$ cat src/lwc_pkg.sv
// Purpose: Shared constants and types for the display command decoder
// Assumes: AHB-Lite register access, 32-bit words
// Notes:   Offsets are byte addresses
package lwc_pkg;

    // ********************************************************
    // Register offsets
    // ********************************************************
    localparam logic [7:0] OFS_CMD     = 8'h00;
    localparam logic [7:0] OFS_DATA    = 8'h04;
    localparam logic [7:0] OFS_ADDR    = 8'h08;
    localparam logic [7:0] OFS_WINDOW  = 8'h0c;
    localparam logic [7:0] OFS_SCAN    = 8'h10;
    localparam logic [7:0] OFS_CONTROL = 8'h14;
    localparam logic [7:0] OFS_SLOT    = 8'h18;

    // ********************************************************
    // Opcodes
    // ********************************************************
    localparam logic [7:0] OP_COL_LSB  = 8'h00;
    localparam logic [7:0] OP_COL_MSB  = 8'h10;
    localparam logic [7:0] OP_PAGE     = 8'h60;
    localparam logic [7:0] OP_POT      = 8'h81;
    localparam logic [7:0] OP_PARTIAL  = 8'h84;
    localparam logic [7:0] OP_ADDRCTL  = 8'h88;
    localparam logic [7:0] OP_MAPPING  = 8'hc0;
    localparam logic [7:0] OP_TEST     = 8'he4;
    localparam logic [7:0] OP_BIAS     = 8'he8;
    localparam logic [7:0] OP_CURSOR   = 8'hee;
    localparam logic [7:0] OP_COM_END  = 8'hf1;
    localparam logic [7:0] OP_PART_BEG = 8'hf2;
    localparam logic [7:0] OP_PART_END = 8'hf3;
    localparam logic [7:0] OP_WCOL_BEG = 8'hf4;
    localparam logic [7:0] OP_WPAG_BEG = 8'hf5;
    localparam logic [7:0] OP_WCOL_END = 8'hf6;
    localparam logic [7:0] OP_WPAG_END = 8'hf7;
    localparam logic [7:0] OP_WIN_EN   = 8'hf8;

    // ********************************************************
    // Reset values, mirror base and partial mode codes
    // ********************************************************
    localparam logic [7:0] RST_COM_END  = 8'h7f;
    localparam logic [7:0] RST_PART_END = 8'h7f;
    localparam logic [7:0] RST_WCOL_END = 8'h9f;
    localparam logic [4:0] RST_WPAG_END = 5'h1f;
    localparam logic [7:0] MIRROR_BASE  = 8'h7f;
    localparam logic [1:0] PART_OFF_ALL = 2'b10;
    localparam logic [1:0] PART_NARROW  = 2'b11;

    typedef enum logic [1:0]
    {
        ST_OPCODE = 2'b00,
        ST_PARAM  = 2'b01
    } lwc_state_type;

    typedef struct packed
    {
        logic [7:0] col_begin;
        logic [7:0] col_finish;
        logic [4:0] page_begin;
        logic [4:0] page_finish;
    } lwc_window_type;

    typedef struct packed
    {
        logic       cursor_mode;
        logic       window_en;
        logic       page_direction;
        logic       increment_order;
        logic       wrap_enable;
    } lwc_addrctl_type;

endpackage : lwc_pkg

$ cat src/lwc_ctrl.sv
// Purpose: Command decoder with cursor, partial display and window address logic
// Assumes: AHB-Lite slave, zero wait states, single word transfers
// Notes:   Notes on behaviour list below
//
// Chosen here: the address map and the AHB-Lite slave port.
`timescale 1ns/1ps

module lwc_ctrl
#(
    parameter int COL_MAX  = 159,
    parameter int PAGE_MAX = 31
)
(
    input  wire logic        hclk,
    input  wire logic        hresetn,
    input  wire logic        hsel,
    input  wire logic [31:0] haddr,
    input  wire logic [1:0]  htrans,
    input  wire logic        hwrite,
    input  wire logic [2:0]  hsize,
    input  wire logic [31:0] hwdata,
    input  wire logic        hready,
    output logic      [31:0] hrdata,
    output logic             hreadyout,
    output logic             hresp,
    input  wire logic [7:0]  scan_row,
    output logic             scan_pulse,
    output logic             scan_slot
);

    // ********************************************************
    // Bus slave
    // ********************************************************
    logic        ph_wr_r;
    logic        ph_rd_r;
    logic [7:0]  ph_addr_r;
    wire         take = hsel & hready & htrans[1];

    always_ff @(posedge hclk or negedge hresetn)
    begin
        if (!hresetn)
        begin
            ph_wr_r   <= 1'b0;
            ph_rd_r   <= 1'b0;
            ph_addr_r <= 8'h00;
        end
        else
        begin
            ph_wr_r   <= take & hwrite;
            ph_rd_r   <= take & ~hwrite;
            ph_addr_r <= haddr[7:0];
        end
    end

    assign hreadyout = 1'b1;
    assign hresp     = 1'b0;

    wire wr_cmd  = ph_wr_r && (ph_addr_r == lwc_pkg::OFS_CMD);
    wire wr_data = ph_wr_r && (ph_addr_r == lwc_pkg::OFS_DATA);
    wire rd_data = ph_rd_r && (ph_addr_r == lwc_pkg::OFS_DATA);
    wire [7:0] cbyte = hwdata[7:0];

    // ********************************************************
    // Control state
    // ********************************************************
    lwc_pkg::lwc_state_type   state_r;
    logic [7:0]               op_r;
    lwc_pkg::lwc_window_type  win_r;
    lwc_pkg::lwc_addrctl_type ac_r;
    logic [7:0]               common_last_index_r;
    logic [7:0]               partial_first_row_r;
    logic [7:0]               partial_last_row_r;
    logic [1:0]               partial_mode_r;
    logic [1:0]               bias_ratio_select_r;
    logic [7:0]               bias_potentiometer_r;
    logic                     column_mirror_r;
    logic [7:0]               column_pointer_r;
    logic [4:0]               page_pointer_r;
    logic [7:0]               saved_column_r;
    logic [7:0]               column_pointer_nxt;
    logic [4:0]               page_pointer_nxt;
    logic [7:0]               ram_data_r;

    wire in_op    = wr_cmd && (state_r == lwc_pkg::ST_OPCODE);
    wire in_param = wr_cmd && (state_r == lwc_pkg::ST_PARAM);
    wire two_byte = (cbyte == lwc_pkg::OP_POT) || (cbyte[7:2] == lwc_pkg::OP_TEST[7:2])
                 || (cbyte[7:3] == 5'b11110);
    wire op_cursor = in_op && (cbyte[7:1] == lwc_pkg::OP_CURSOR[7:1]);
    wire cursor_set = op_cursor & cbyte[0];
    wire cursor_clr = op_cursor & ~cbyte[0] & ac_r.cursor_mode;

    // Bias ratio decode
    wire [3:0] bias_ratio = (bias_ratio_select_r == 2'd0) ? 4'd5 :
                            (bias_ratio_select_r == 2'd1) ? 4'd10 :
                            (bias_ratio_select_r == 2'd2) ? 4'd11 : 4'd12;

    // ********************************************************
    // Address stepping
    // ********************************************************
    // Bounds collapse to the full array when the window is off
    wire [7:0] col_lo  = ac_r.window_en ? win_r.col_begin   : 8'h00;
    wire [7:0] col_hi  = ac_r.window_en ? win_r.col_finish  : 8'(COL_MAX);
    wire [4:0] pg_beg  = ac_r.window_en ? win_r.page_begin  : 5'h00;
    wire [4:0] pg_end  = ac_r.window_en ? win_r.page_finish : 5'(PAGE_MAX);
    // Page direction picks which bound the page walks toward
    wire [4:0] pg_from = ac_r.page_direction ? pg_end : pg_beg;
    wire [4:0] pg_to   = ac_r.page_direction ? pg_beg : pg_end;
    wire [4:0] pg_step = ac_r.page_direction ? (page_pointer_r - 5'd1)
                                             : (page_pointer_r + 5'd1);
    wire       col_at_end = (column_pointer_r == col_hi);
    wire       pg_at_end  = (page_pointer_r == pg_to);
    wire [7:0] col_inc    = column_pointer_r + 8'd1;

    always_comb
    begin
        column_pointer_nxt = column_pointer_r;
        page_pointer_nxt   = page_pointer_r;
        if (cursor_clr)
            column_pointer_nxt = saved_column_r;
        else if (in_op && (cbyte[7:4] == 4'h0))
            column_pointer_nxt = {column_pointer_r[7:4], cbyte[3:0]};
        else if (in_op && (cbyte[7:4] == 4'h1))
            column_pointer_nxt = {cbyte[3:0], column_pointer_r[3:0]};
        else if (in_op && (cbyte[7:5] == 3'b011))
            page_pointer_nxt = cbyte[4:0];
        else if (wr_data && ac_r.cursor_mode)
        begin
            if (!col_at_end)
                column_pointer_nxt = col_inc;
        end
        else if (wr_data || (rd_data && !ac_r.cursor_mode))
        begin
            if (!ac_r.increment_order)
            begin
                if (!col_at_end)
                    column_pointer_nxt = col_inc;
                else if (ac_r.wrap_enable)
                begin
                    column_pointer_nxt = col_lo;
                    page_pointer_nxt   = pg_at_end ? pg_from : pg_step;
                end
            end
            else
            begin
                if (!pg_at_end)
                    page_pointer_nxt = pg_step;
                else if (ac_r.wrap_enable)
                begin
                    page_pointer_nxt   = pg_from;
                    column_pointer_nxt = col_at_end ? col_lo : col_inc;
                end
            end
        end
    end

    // Mirrored column used as the physical RAM column
    wire [7:0] ram_column = column_mirror_r ? (lwc_pkg::MIRROR_BASE - column_pointer_r)
                                            : column_pointer_r;

    // ********************************************************
    // Command decode
    // ********************************************************
    always_ff @(posedge hclk or negedge hresetn)
    begin
        if (!hresetn)
        begin
            state_r              <= lwc_pkg::ST_OPCODE;
            op_r                 <= 8'h00;
            win_r                <= '{8'h00, lwc_pkg::RST_WCOL_END, 5'h00, lwc_pkg::RST_WPAG_END};
            ac_r                 <= '{1'b0, 1'b0, 1'b0, 1'b0, 1'b1};
            common_last_index_r  <= lwc_pkg::RST_COM_END;
            partial_first_row_r  <= 8'h00;
            partial_last_row_r   <= lwc_pkg::RST_PART_END;
            partial_mode_r       <= 2'b00;
            bias_ratio_select_r  <= 2'b11;
            bias_potentiometer_r <= 8'h00;
            column_mirror_r      <= 1'b0;
            column_pointer_r     <= 8'h00;
            page_pointer_r       <= 5'h00;
            saved_column_r       <= 8'h00;
            ram_data_r           <= 8'h00;
        end
        else
        begin
            column_pointer_r <= column_pointer_nxt;
            page_pointer_r   <= page_pointer_nxt;
            if (wr_data)
                ram_data_r <= hwdata[7:0];
            if (in_op && two_byte)
            begin
                state_r <= lwc_pkg::ST_PARAM;
                op_r    <= cbyte;
            end
            else if (in_param)
            begin
                state_r <= lwc_pkg::ST_OPCODE;
                if (op_r == lwc_pkg::OP_COM_END)
                    common_last_index_r <= cbyte;
                else if (op_r == lwc_pkg::OP_PART_BEG)
                    partial_first_row_r <= cbyte;
                else if (op_r == lwc_pkg::OP_PART_END)
                    partial_last_row_r <= cbyte;
                else if (op_r == lwc_pkg::OP_WCOL_BEG)
                    win_r.col_begin <= cbyte;
                else if (op_r == lwc_pkg::OP_WPAG_BEG)
                    win_r.page_begin <= cbyte[4:0];
                else if (op_r == lwc_pkg::OP_WCOL_END)
                    win_r.col_finish <= cbyte;
                else if (op_r == lwc_pkg::OP_WPAG_END)
                    win_r.page_finish <= cbyte[4:0];
                else if (op_r == lwc_pkg::OP_POT)
                    bias_potentiometer_r <= cbyte;
            end
            else if (in_op)
            begin
                if (cursor_set)
                begin
                    ac_r.cursor_mode <= 1'b1;
                    saved_column_r   <= column_pointer_r;
                end
                else if (op_cursor)
                    ac_r.cursor_mode <= 1'b0;
                else if (cbyte[7:2] == lwc_pkg::OP_BIAS[7:2])
                    bias_ratio_select_r <= cbyte[1:0];
                else if (cbyte[7:2] == lwc_pkg::OP_PARTIAL[7:2])
                    partial_mode_r <= cbyte[1:0];
                else if (cbyte[7:3] == lwc_pkg::OP_ADDRCTL[7:3])
                begin
                    ac_r.page_direction  <= cbyte[2];
                    ac_r.increment_order <= cbyte[1];
                    ac_r.wrap_enable     <= cbyte[0];
                end
                else if (cbyte[7:3] == lwc_pkg::OP_MAPPING[7:3])
                    column_mirror_r <= cbyte[1];
                else if (cbyte[7:1] == lwc_pkg::OP_WIN_EN[7:1])
                    ac_r.window_en <= cbyte[0];
            end
        end
    end

    // ********************************************************
    // Scan gating
    // ********************************************************
    wire in_part = (scan_row >= partial_first_row_r) && (scan_row <= partial_last_row_r);
    wire in_com  = (scan_row <= common_last_index_r);
    wire [7:0] mux_rate = (partial_mode_r == lwc_pkg::PART_NARROW)
                        ? (partial_last_row_r - partial_first_row_r + 8'd1)
                        : (common_last_index_r + 8'd1);

    always_comb
    begin
        scan_slot  = in_com;
        scan_pulse = in_com;
        if (partial_mode_r == lwc_pkg::PART_NARROW)
        begin
            scan_slot  = in_part;
            scan_pulse = in_part;
        end
        else if (partial_mode_r == lwc_pkg::PART_OFF_ALL)
            scan_pulse = in_com & in_part;
    end

    // ********************************************************
    // Read mux
    // ********************************************************
    wire [31:0] rd_addr = {3'b000, page_pointer_r, column_pointer_r, ram_column, saved_column_r};
    wire [31:0] rd_win  = {win_r.page_finish, 3'b000, win_r.col_finish, 3'b000, win_r.page_begin,
                           win_r.col_begin};
    wire [31:0] rd_scan = {mux_rate, partial_last_row_r, partial_first_row_r, common_last_index_r};
    wire [31:0] rd_ctl  = {4'h0, bias_potentiometer_r, 4'h0, bias_ratio, 1'b0, state_r[0],
                           partial_mode_r, column_mirror_r, bias_ratio_select_r, ac_r};
    wire [31:0] rd_slot = {30'h0, scan_slot, scan_pulse};

    wire [31:0] rd_mux = (ph_addr_r == lwc_pkg::OFS_DATA)    ? {24'h0, ram_data_r} :
                         (ph_addr_r == lwc_pkg::OFS_ADDR)    ? rd_addr :
                         (ph_addr_r == lwc_pkg::OFS_WINDOW)  ? rd_win  :
                         (ph_addr_r == lwc_pkg::OFS_SCAN)    ? rd_scan :
                         (ph_addr_r == lwc_pkg::OFS_CONTROL) ? rd_ctl  :
                         (ph_addr_r == lwc_pkg::OFS_SLOT)    ? rd_slot : 32'h0;

    assign hrdata = ph_rd_r ? rd_mux : 32'h0;

endmodule : lwc_ctrl

$ cat config.mk
export PLATFORM = sky130hd
export DESIGN_NAME = lwc_ctrl
export DESIGN_NICKNAME = d
export VERILOG_FILES = /design/src/lwc_pkg.sv /design/src/lwc_ctrl.sv
export SDC_FILE = /design/constraint.sdc
export NUM_CORES = 1
export LEC_CHECK = 0
export BUFFER_PORTS_ARGS = -buffer_cell sky130_fd_sc_hd__clkbuf_2
export CELL_PAD_IN_SITES_DETAIL_PLACEMENT = 1
export CELL_PAD_IN_SITES_GLOBAL_PLACEMENT = 1
export CORE_ASPECT_RATIO = 0.9
export CORE_MARGIN = 10
export CORE_UTILIZATION = 48
export DETAILED_ROUTE_END_ITERATION = 16
export PLACE_DENSITY = 0.94
export SYNTH_ARGS = -nofsm -noshare
export SYNTH_HDL_FRONTEND = slang
export SYNTH_SLANG_ARGS = --single-unit
$ cat constraint.sdc
create_clock -name hclk -period 4.7 [get_ports hclk]
set_input_delay 0.94 -clock hclk [delete_from_list [all_inputs] [get_ports hclk]]
set_output_delay 0.94 -clock hclk [all_outputs]
set_load 0.01 [all_outputs]
==> impl_summary.txt, run 1 <==
----------------------------------------------------
[Outcome]
  Status ... finished clean

[Pwr]
  Cell area power density ... 309 nW/um^2
  Worst IR drop on VDD ... around 300 uV
  Leakage power total ... 4.13 nW
  Clock group share of total power ... a little under three fifths
  Int Power ... between 2 and 2.5 mW
  Switching power share of the total ... around a quarter
  Combinational fraction of design power ... 6.1%
  Total power consumption of the routed design ... around 2.8 mW
  NetSw ... between 0.6 and 0.7 mW
  Portion of total power attributed to sequential cells ... a little under two fifths

[Synthesis]
  Number of register bits inferred by synthesis ... roughly 120
  Synthesized instance count ... between 800 and 900
  Average footprint of a synthesized cell ... 9.49 sq um
  Most used DFF post-synth ... sky130_fd_sc_hd__dfrtp_1
  FFs w/ async S/R, synth ... 100%
  Fraction of the yosys area taken by sequential cells ... a little under two fifths
  Syn Nets ... ~950
  Count of distinct cell types in the synthesized netlist ... 69
  Syn Std Cell Area ... between 7000 and 8000 sq um
  Number of flops mapped to enable cells by yosys ... 0
  Number of warnings printed during yosys synthesis ... 0

[Min path]
  Min-Delay Path Depth ... 2
  End of the worst hold path ... bias_potentiometer_r[4]
  Start point of the worst hold path ... bias_potentiometer_r[4]
  Type of the tightest min-delay check ... flop to flop

[Detailed routing]
  Initial DRC count ... 922
  Wire length the detailed router placed on met1 ... between 10,000 and 15,000 um
  DR WL met2 ... ~14,000 um
  Met3 WL ... 2830 um
  Vias ... about 7,400
  Highest Signal Layer ... met4
  Total wire length after detailed routing ... approximately 30,000 um
  Average wire length per cell after detail routing ... around 28 um
  Ratio of routed vias to standard cells ... 6.82
  Antenna violation net count after detailed routing ... 0
  DRC violation count after routing ... 0
  DR pass1 iterations ... 7

[Finish]
  Share of final-layout standard cells stronger than drive strength 1 ... between 20% and 30%
  # nets final ... between 900 and 1,000
  Max reg flops ... 26
  Most common cell after layout, fill and taps aside ... sky130_fd_sc_hd__dfrtp_1
  Relative area change from synthesis to final layout ... 14.1%
  Multi-input gate area in the final layout ... about 4500 sq um
  Filler Cell Count ... ~1,800
  Final instance area ... 8950 sq um
  Area occupied by registers ... slightly below 3000 sq um
  Diodes inserted ... 0
  Commonest cells after routing, fill and taps aside ... 88 x sky130_fd_sc_hd__dfrtp_1, 73 x sky130_fd_sc_hd__nand2_1, 65 x sky130_fd_sc_hd__mux2_2

[GRT]
  Maximum number of pins on one net before global-route repair ... 59
  Initial antenna violation count ... 0
  Overall track demand over capacity in global routing ... about 27%
  Overflow after GRT ... 0
  Via count of the first global-routing pass ... 8,051
  Wire length of the first global-routing pass ... roughly 47,000 um

[Worst setup path]
  CP Class ... flop to output pin
  Worst reg2reg startpoint ... ac_r[2]
  Register-to-Register Path Depth ... 9
  Data required time at the worst endpoint ... about 3.8 ns
  Cells along the critical path ... inv_1 -> ha_1 -> inv_1 -> ha_1 -> fa_1 -> a21o_1 -> a21oi_2 -> o21bai_1 -> a21oi_1 -> xnor2_1 -> o21ai_2 -> a22oi_1 -> nor3_1 -> clkbuf_2
  Worst Path Arrival ... about 3.6 ns
  Kind of end point of the critical path ... output pin
  Kind of start point of the critical path ... flop
  Capture instance of the worst register-to-register path ... column_pointer_r[5]
  Slowest CP cell ... sky130_fd_sc_hd__dfstp_2
  Register-to-register setup slack ... around 1.2 ns
  Top fanout value on the critical path ... 3
  Biggest cell delay along the critical path ... around 0.56 ns

[CTS]
  Clock latency on the worst-skew pair ... approximately 0.44 ns
  Maximum root-to-sink buffer count ... 2
  H-Tree Depth ... 4
  Sinks on Clock Net ... ~120
  TritonCTS clock tree ... done
  Clock-pin transition on the worst setup and hold timing paths ... about 0.060 ns
  Clock buffers created by TritonCTS ... 17
  Library cell used as clock root buffer ... sky130_fd_sc_hd__clkbuf_16

[Floorplanning]
  Floorplan die area ... between 20,000 and 25,000 sq um
  Rows ... 44
  # IOs ... 118
  Area of the core ... ~16,000 sq um
  Starting Density ... 48.8%
  Die Y ... ~140 um
  Die width ... roughly 150 um

[STA]
  Min cycle time layout ... ~4.5 ns
  Pin slew with the least headroom to its limit ... approximately 1.1 ns
  Fmax achieved ... between 0.2 and 0.25 GHz
  Final setup violation count ... 0
  Final hold violation count ... 0
  Total count of max-transition violations in the final report ... 0
  Largest clock skew in the final design ... 0.0115 ns
  Total negative setup slack ... 0 ns
  Worst slew margin ... between 20 and 25%
  Setup repair after global routing missed its margin ... no
  Final clock period utilization by the worst path ... between 90 and 100%

[Placed design]
  Placer's final routability congestion estimate ... roughly 0.94
  Detailed-placement wirelength estimate ... between 15,000 and 20,000 um
  Count of input and output buffers ... between 60 and 70
  Area of placed instances ... around 8300 sq um

[Run]
  Maximum capacitance violations ... 0

----------------------------------------------------
worst max-delay path: cells and delay by family (launching register included):
| family | cells | cell delay (ns) |
|---|---|---|
| flops | 1 | 0.56 |
| simple gates | 1 | 0.17 |
| xor+xnor | 1 | 0.13 |
| fa+ha+maj | 3 | 0.96 |
| buf+inv | 3 | 0.30 |
| compound gates | 6 | 1.01 |
area by class of cell:
| class | count | share of cell area, % |
|---|---|---|
| multi-input cells | 612 | 50.3 |
| clock inverters | 12 | 2.50 |
| flip-flops and latches | 116 | 32.8 |
| clock buffers | 20 | 5.10 |
| well taps | 207 | 2.89 |
| inverters | 44 | 1.85 |
| repair buffers | 74 | 4.47 |
kinds of logic after synthesis:
group                    after synthesis  synth area share, %
buffers and inverters                 98                 5.28
other                                  2               0.0958
multiplexers                          91                 12.9
flip-flops                           116                 37.5
XOR/XNOR                              36                 4.02
adder cells (fa/ha/maj)               46                 7.53
AND/OR/NAND/NOR                      246                 16.4
AO/OA/AOI/OAI                        191                 16.3
power groups by stage:
stage / clock [mW] / combinational [mW] / sequential (mW)
after detailed placement: 0 / 0.160 / 1.07
after CTS: 1.54 / 0.165 / 1.06
after floorplan: 0 / 0.0927 / 1.05
after global routing: 1.59 / 0.181 / 1.06
final: 1.54 / 0.169 / 1.06
after global placement: 0 / 0.151 / 1.07
routing by layer:
metal	track usage [%]	up-vias
met4	18.2	0
met2	43.7	490
met1	31.2	3682
met5	0	-
li1	-	3063
met3	8.67	168
how the worst max path moves through the flow:
stage,from,to,slack (ns),cells after the start
after floorplan,partial_last_row_r[1],hrdata[31],1.10,13
after global placement,partial_last_row_r[1],hrdata[31],0.65,14
after detailed placement,partial_last_row_r[1],hrdata[31],0.55,14
after CTS,partial_last_row_r[1],hrdata[31],0.02,14
after global routing,partial_last_row_r[1],hrdata[31],0.08,14
final,partial_last_row_r[1],hrdata[31],0.20,14
cells in the mapped netlist, types with 4 or more instances:
cell,instances,area (sq um)
sky130_fd_sc_hd__mux2_2,65,732
sky130_fd_sc_hd__a222oi_1,9,90.1
sky130_fd_sc_hd__dfrtp_1,88,2200
sky130_fd_sc_hd__o31ai_1,4,30.0
sky130_fd_sc_hd__ha_1,44,551
sky130_fd_sc_hd__mux2_1,14,158
sky130_fd_sc_hd__a21oi_1,32,160
sky130_fd_sc_hd__nor4_2,4,50.1
sky130_fd_sc_hd__nand4_1,11,68.8
sky130_fd_sc_hd__o21ai_0,49,245
sky130_fd_sc_hd__nand3_1,22,110
sky130_fd_sc_hd__a211oi_1,5,37.5
sky130_fd_sc_hd__o21ai_1,4,20.0
sky130_fd_sc_hd__nand2b_1,14,87.6
sky130_fd_sc_hd__a221oi_1,4,35.0
sky130_fd_sc_hd__a21o_1,14,105
sky130_fd_sc_hd__clkbuf_1,36,135
sky130_fd_sc_hd__a22o_1,4,35.0
sky130_fd_sc_hd__nor2b_1,12,75.1
sky130_fd_sc_hd__a22oi_1,25,188
sky130_fd_sc_hd__nor3_1,19,95.1
sky130_fd_sc_hd__nand3b_1,5,37.5
sky130_fd_sc_hd__buf_2,10,50.1
sky130_fd_sc_hd__mux2i_1,11,110
sky130_fd_sc_hd__nand2_1,73,274
sky130_fd_sc_hd__xor2_1,15,131
sky130_fd_sc_hd__a21boi_1,8,60.1
sky130_fd_sc_hd__inv_1,43,161
sky130_fd_sc_hd__dfstp_2,28,736
sky130_fd_sc_hd__nor2_1,44,165
sky130_fd_sc_hd__and3_1,18,113
sky130_fd_sc_hd__buf_4,7,52.6
sky130_fd_sc_hd__o21a_1,4,30.0
sky130_fd_sc_hd__xnor2_1,21,184
timing repair:
action,in CTS,in global routing
hold endpoints to repair,0,0
hold buffers,0,0
resized for setup,1,2
setup buffers,0,0
endpoints found under the setup margin,1,1
metrics by stage:
| step | util, % | instances | setup slack (ns) | hold slack [ns] |
|---|---|---|---|---|
| 6_report | 55.7 | 1085 | 0.199 | 0.495 |
| 5_1_grt | 55.7 | 1085 | 0.0787 | 0.518 |
| 3_3_place_gp | 51.4 | 1053 | 0.646 | 0.455 |
| 4_1_cts | 55.6 | 1085 | 0.0164 | 0.491 |
| 2_1_floorplan | - | 826 | 1.10 | 0.440 |
| 3_5_place_dp | 51.4 | 1053 | 0.553 | 0.479 |
No activity file was read; power rests on OpenSTA's default activity.
==> run 2, diff against run 1 <==
ABC_AREA = 1   (was unset)
CORE_UTILIZATION = 46   (was 48)
PLACE_DENSITY = 0.95   (was 0.94)
==> run 2 against run 1 <==
Sequential share of layout area fell by 0.51 points. Via count rose by 17%. Sequential power fell by 4%. Cell count rose by 30%. Worst hold slack got worse by 0.0085 ns. Non-clock buffer count fell by 3. Largest cell class unchanged. Global-route usage barely moved. Synthesized cell count rose by 34%.
==> impl_summary.txt, run 2 <==
----------------------------------------------------
[Outcome]
  Status ... finished clean

[Synthesis]
  Count of distinct cell types in the synthesized netlist ... 52
  Fraction of synthesized cell area taken by the top area cell type ... 27.2%
  Post-synthesis cell type with the largest combined area ... sky130_fd_sc_hd__dfrtp_1
  Most common cell in the netlist ... sky130_fd_sc_hd__nand2_1
  Top cell types by occurrence after synthesis ... 301 x sky130_fd_sc_hd__nand2_1, 135 x sky130_fd_sc_hd__inv_1, 133 x sky130_fd_sc_hd__o21ai_0
  Synth top area cells ... sky130_fd_sc_hd__dfrtp_1 27%, sky130_fd_sc_hd__nand2_1 14%, sky130_fd_sc_hd__dfstp_2 9.1%, sky130_fd_sc_hd__o21ai_0 8.2%, sky130_fd_sc_hd__ha_1 6.8%
  Syn Nets ... roughly 1,200
  FFs w/ async S/R, synth ... 100%
  Average footprint of a synthesized cell ... 7.29 sq um
  Number of register bits inferred by synthesis ... 116
  Number of flops mapped to enable cells by yosys ... 0
  Most used DFF post-synth ... sky130_fd_sc_hd__dfrtp_1
  Number of warnings printed during yosys synthesis ... 0
  Syn Std Cell Area ... just over 8000 sq um
  Synthesized instance count ... 1,109
  Fraction of the yosys area taken by sequential cells ... between 30% and 40%

[CTS]
  Clock buffers created by TritonCTS ... 17
  H-Tree Depth ... 4
  Hold bufs inserted after CTS ... 0
  TritonCTS clock tree ... done
  Sinks on Clock Net ... between 100 and 150
  Setup fix buffers added after clock tree synthesis ... 0
  Clock-pin transition on the worst setup and hold timing paths ... approximately 0.060 ns
  Library cell used as clock root buffer ... sky130_fd_sc_hd__clkbuf_16
  Clock latency on the worst-skew pair ... 0.44 ns
  Maximum root-to-sink buffer count ... 2

[Worst setup path]
  Kind of start point of the critical path ... flop
  Worst Path Arrival ... roughly 3.4 ns
  Kind of end point of the critical path ... output pin
  Data required time at the worst endpoint ... roughly 3.8 ns
  CP Class ... flop to output pin
  Top fanout value on the critical path ... 3

[STA]
  Total count of max-transition violations in the final report ... 0
  Final hold violation count ... 0
  Final clock period utilization by the worst path ... 93.2%
  Pin slew with the least headroom to its limit ... about 1.0 ns
  Total negative setup slack ... 0 ns
  Setup repair after global routing missed its margin ... no
  Final worst hold slack ... between 0.4 and 0.5 ns
  Largest clock skew in the final design ... 0.0106 ns
  Fmax achieved ... between 0.2 and 0.25 GHz
  Worst slew margin ... about 33%
  Final setup violation count ... 0
  Min cycle time layout ... about 4.4 ns

[Finish]
  Max reg flops ... 26
  Final instance area ... just over 9000 sq um
  Relative area change from synthesis to final layout ... 12.4%
  Commonest cells after routing, fill and taps aside ... 301 x sky130_fd_sc_hd__nand2_1, 135 x sky130_fd_sc_hd__inv_1, 133 x sky130_fd_sc_hd__o21ai_0
  Multi-input gate area in the final layout ... ~4400 sq um
  # nets final ... 1,289
  Diodes inserted ... 0
  Filler Cell Count ... 2,187
  Most common cell after layout, fill and taps aside ... sky130_fd_sc_hd__nand2_1
  Share of final-layout standard cells stronger than drive strength 1 ... 15.1%
  Post-Layout Cell Count ... ~1,400
  Area occupied by registers ... 2940 sq um

[Pwr]
  Switching power share of the total ... 27.2%
  Int Power ... 1.71 mW
  Worst IR drop on VDD ... between 200 and 300 uV
  Cell area power density ... 259 nW/um^2
  Clock group share of total power ... 51.4%
  Combinational fraction of design power ... between 5 and 6%
  Leakage power total ... 4.80 nW
  NetSw ... ~0.64 mW
  Portion of total power attributed to sequential cells ... 43.2%

[Placed design]
  Cell count after placement ... approximately 1,400
  Detailed-placement wirelength estimate ... around 24,000 um
  Placer's final routability congestion estimate ... about 0.96
  Area of placed instances ... 8550 sq um
  Count of input and output buffers ... 63

[Floorplanning]
  Floorplan die area ... between 20,000 and 25,000 sq um
  Rows ... between 40 and 50
  Die width ... between 150 and 200 um
  Die Y ... 146 um
  Area of the core ... approximately 17,000 sq um
  Starting Density ... between 40 and 50%
  # IOs ... approximately 120

[Detailed routing]
  Total wire length after detailed routing ... 32,400 um
  Ratio of routed vias to standard cells ... roughly 6.2
  Initial DRC count ... between 900 and 1,000
  Average wire length per cell after detail routing ... 23.0 um
  Antenna violation net count after detailed routing ... 0
  DR pass1 iterations ... 6
  DRC violation count after routing ... 0
  Vias ... about 8,700

[GRT]
  Overflow after GRT ... 0
  Initial antenna violation count ... 0
  Overall track demand over capacity in global routing ... between 20% and 30%
  Via count of the first global-routing pass ... ~8,900
  Wire length of the first global-routing pass ... between 50,000 and 60,000 um
  Maximum number of pins on one net before global-route repair ... 77

[Run]
  Maximum capacitance violations ... 0

[Min path]
  Type of the tightest min-delay check ... flop to flop

----------------------------------------------------
-- run 2: cell types whose count changed in the layout (fill, tap and decap cells not counted), sizes merged, moves of 24 or more --
cell,change
inv,+96
nand3,+54
nand2,+238
o21ai,+88
nor2,+34
a22oi,-24
mux2,-80
-- run 2: what timing repair did --
action / in CTS / in global routing
endpoints found under the hold margin: 0 / 0
gates resized for setup: 0 / 1
endpoints found under the setup margin: 0 / 5
-- run 2: power by group through the flow --
stage	registers, mW	clock network [mW]	logic [mW]
finish	1.02	1.21	0.128
global route	1.02	1.26	0.139
CTS	1.02	1.22	0.125
detailed placement	1.03	0	0.123
global placement	1.03	0	0.117
floorplan	1.03	0	0.0562
-- run 2: logic make-up after synthesis --
group | count (synthesis) | share of synthesized area, %
flip-flops | 116 | 36.3
AND/OR/NAND/NOR | 503 | 27.8
XOR/XNOR | 20 | 2.17
adder cells (fa/ha/maj) | 46 | 7.31
other | 2 | 0.0929
buffers and inverters | 178 | 9.06
AO/OA/AOI/OAI | 243 | 17.1
multiplexers | 1 | 0.124
-- run 2: worst paths after layout --
check | endpoint | slack (ns) | cells past startpoint | start
max | hrdata[31] | 0.32 | 15 | partial_last_row_r[1]
min | partial_first_row_r[6] | 0.49 | 2 | partial_first_row_r[6]
max reg2reg | page_pointer_r[2] | 2.05 | 13 | ac_r[3]
min reg2reg | partial_first_row_r[6] | 0.49 | 2 | partial_first_row_r[6]
max in group asynchronous | column_pointer_r[5] | 3.11 | 2 | hresetn
min in group asynchronous | partial_first_row_r[1] | 0.65 | 1 | hresetn
-- run 2: worst max-delay path, stage by stage, from the launching register on --
cell	delay [ns]
sky130_fd_sc_hd__dfstp_2	0.53
sky130_fd_sc_hd__inv_1	0.10
sky130_fd_sc_hd__ha_1	0.29
sky130_fd_sc_hd__inv_1	0.05
sky130_fd_sc_hd__ha_1	0.22
sky130_fd_sc_hd__fa_1	0.46
sky130_fd_sc_hd__nand3_1	0.09
sky130_fd_sc_hd__nand3_1	0.13
sky130_fd_sc_hd__nand2_1	0.12
sky130_fd_sc_hd__nand2_1	0.06
sky130_fd_sc_hd__a21oi_1	0.19
sky130_fd_sc_hd__a21oi_1	0.11
sky130_fd_sc_hd__o21ai_0	0.12
sky130_fd_sc_hd__nand3_1	0.13
sky130_fd_sc_hd__a21oi_1	0.22
sky130_fd_sc_hd__clkbuf_2	0.17
-- run 2: per-stage QoR --
step                power (mW)  setup WS (ns)  utilization (%)
floorplan                 1.09           1.42                -
global placement          1.15          0.924             50.1
detailed placement        1.16          0.737             50.1
CTS                       2.36          0.241             53.3
global route              2.42          0.160             53.3
finish                    2.35          0.321             53.3
-- run 2: layer usage --
metal | wire, um | vias to the layer above | track usage, %
met2 | 14600 | 489 | 42.8
met4 | 1480 | 0 | 12.2
li1 | - | 3785 | -
met5 | 0 | - | 0
met3 | 3240 | 131 | 6.55
met1 | 13100 | 4292 | 35.4
-- run 2: cell type report --
class                   count  area share (%)
clock buffers              17            4.68
clock inverters            15            1.21
inverters                 140            5.81
multi-input cells         815            48.6
flip-flops and latches    116            32.3
well taps                 235            3.24
repair buffers             71            4.16
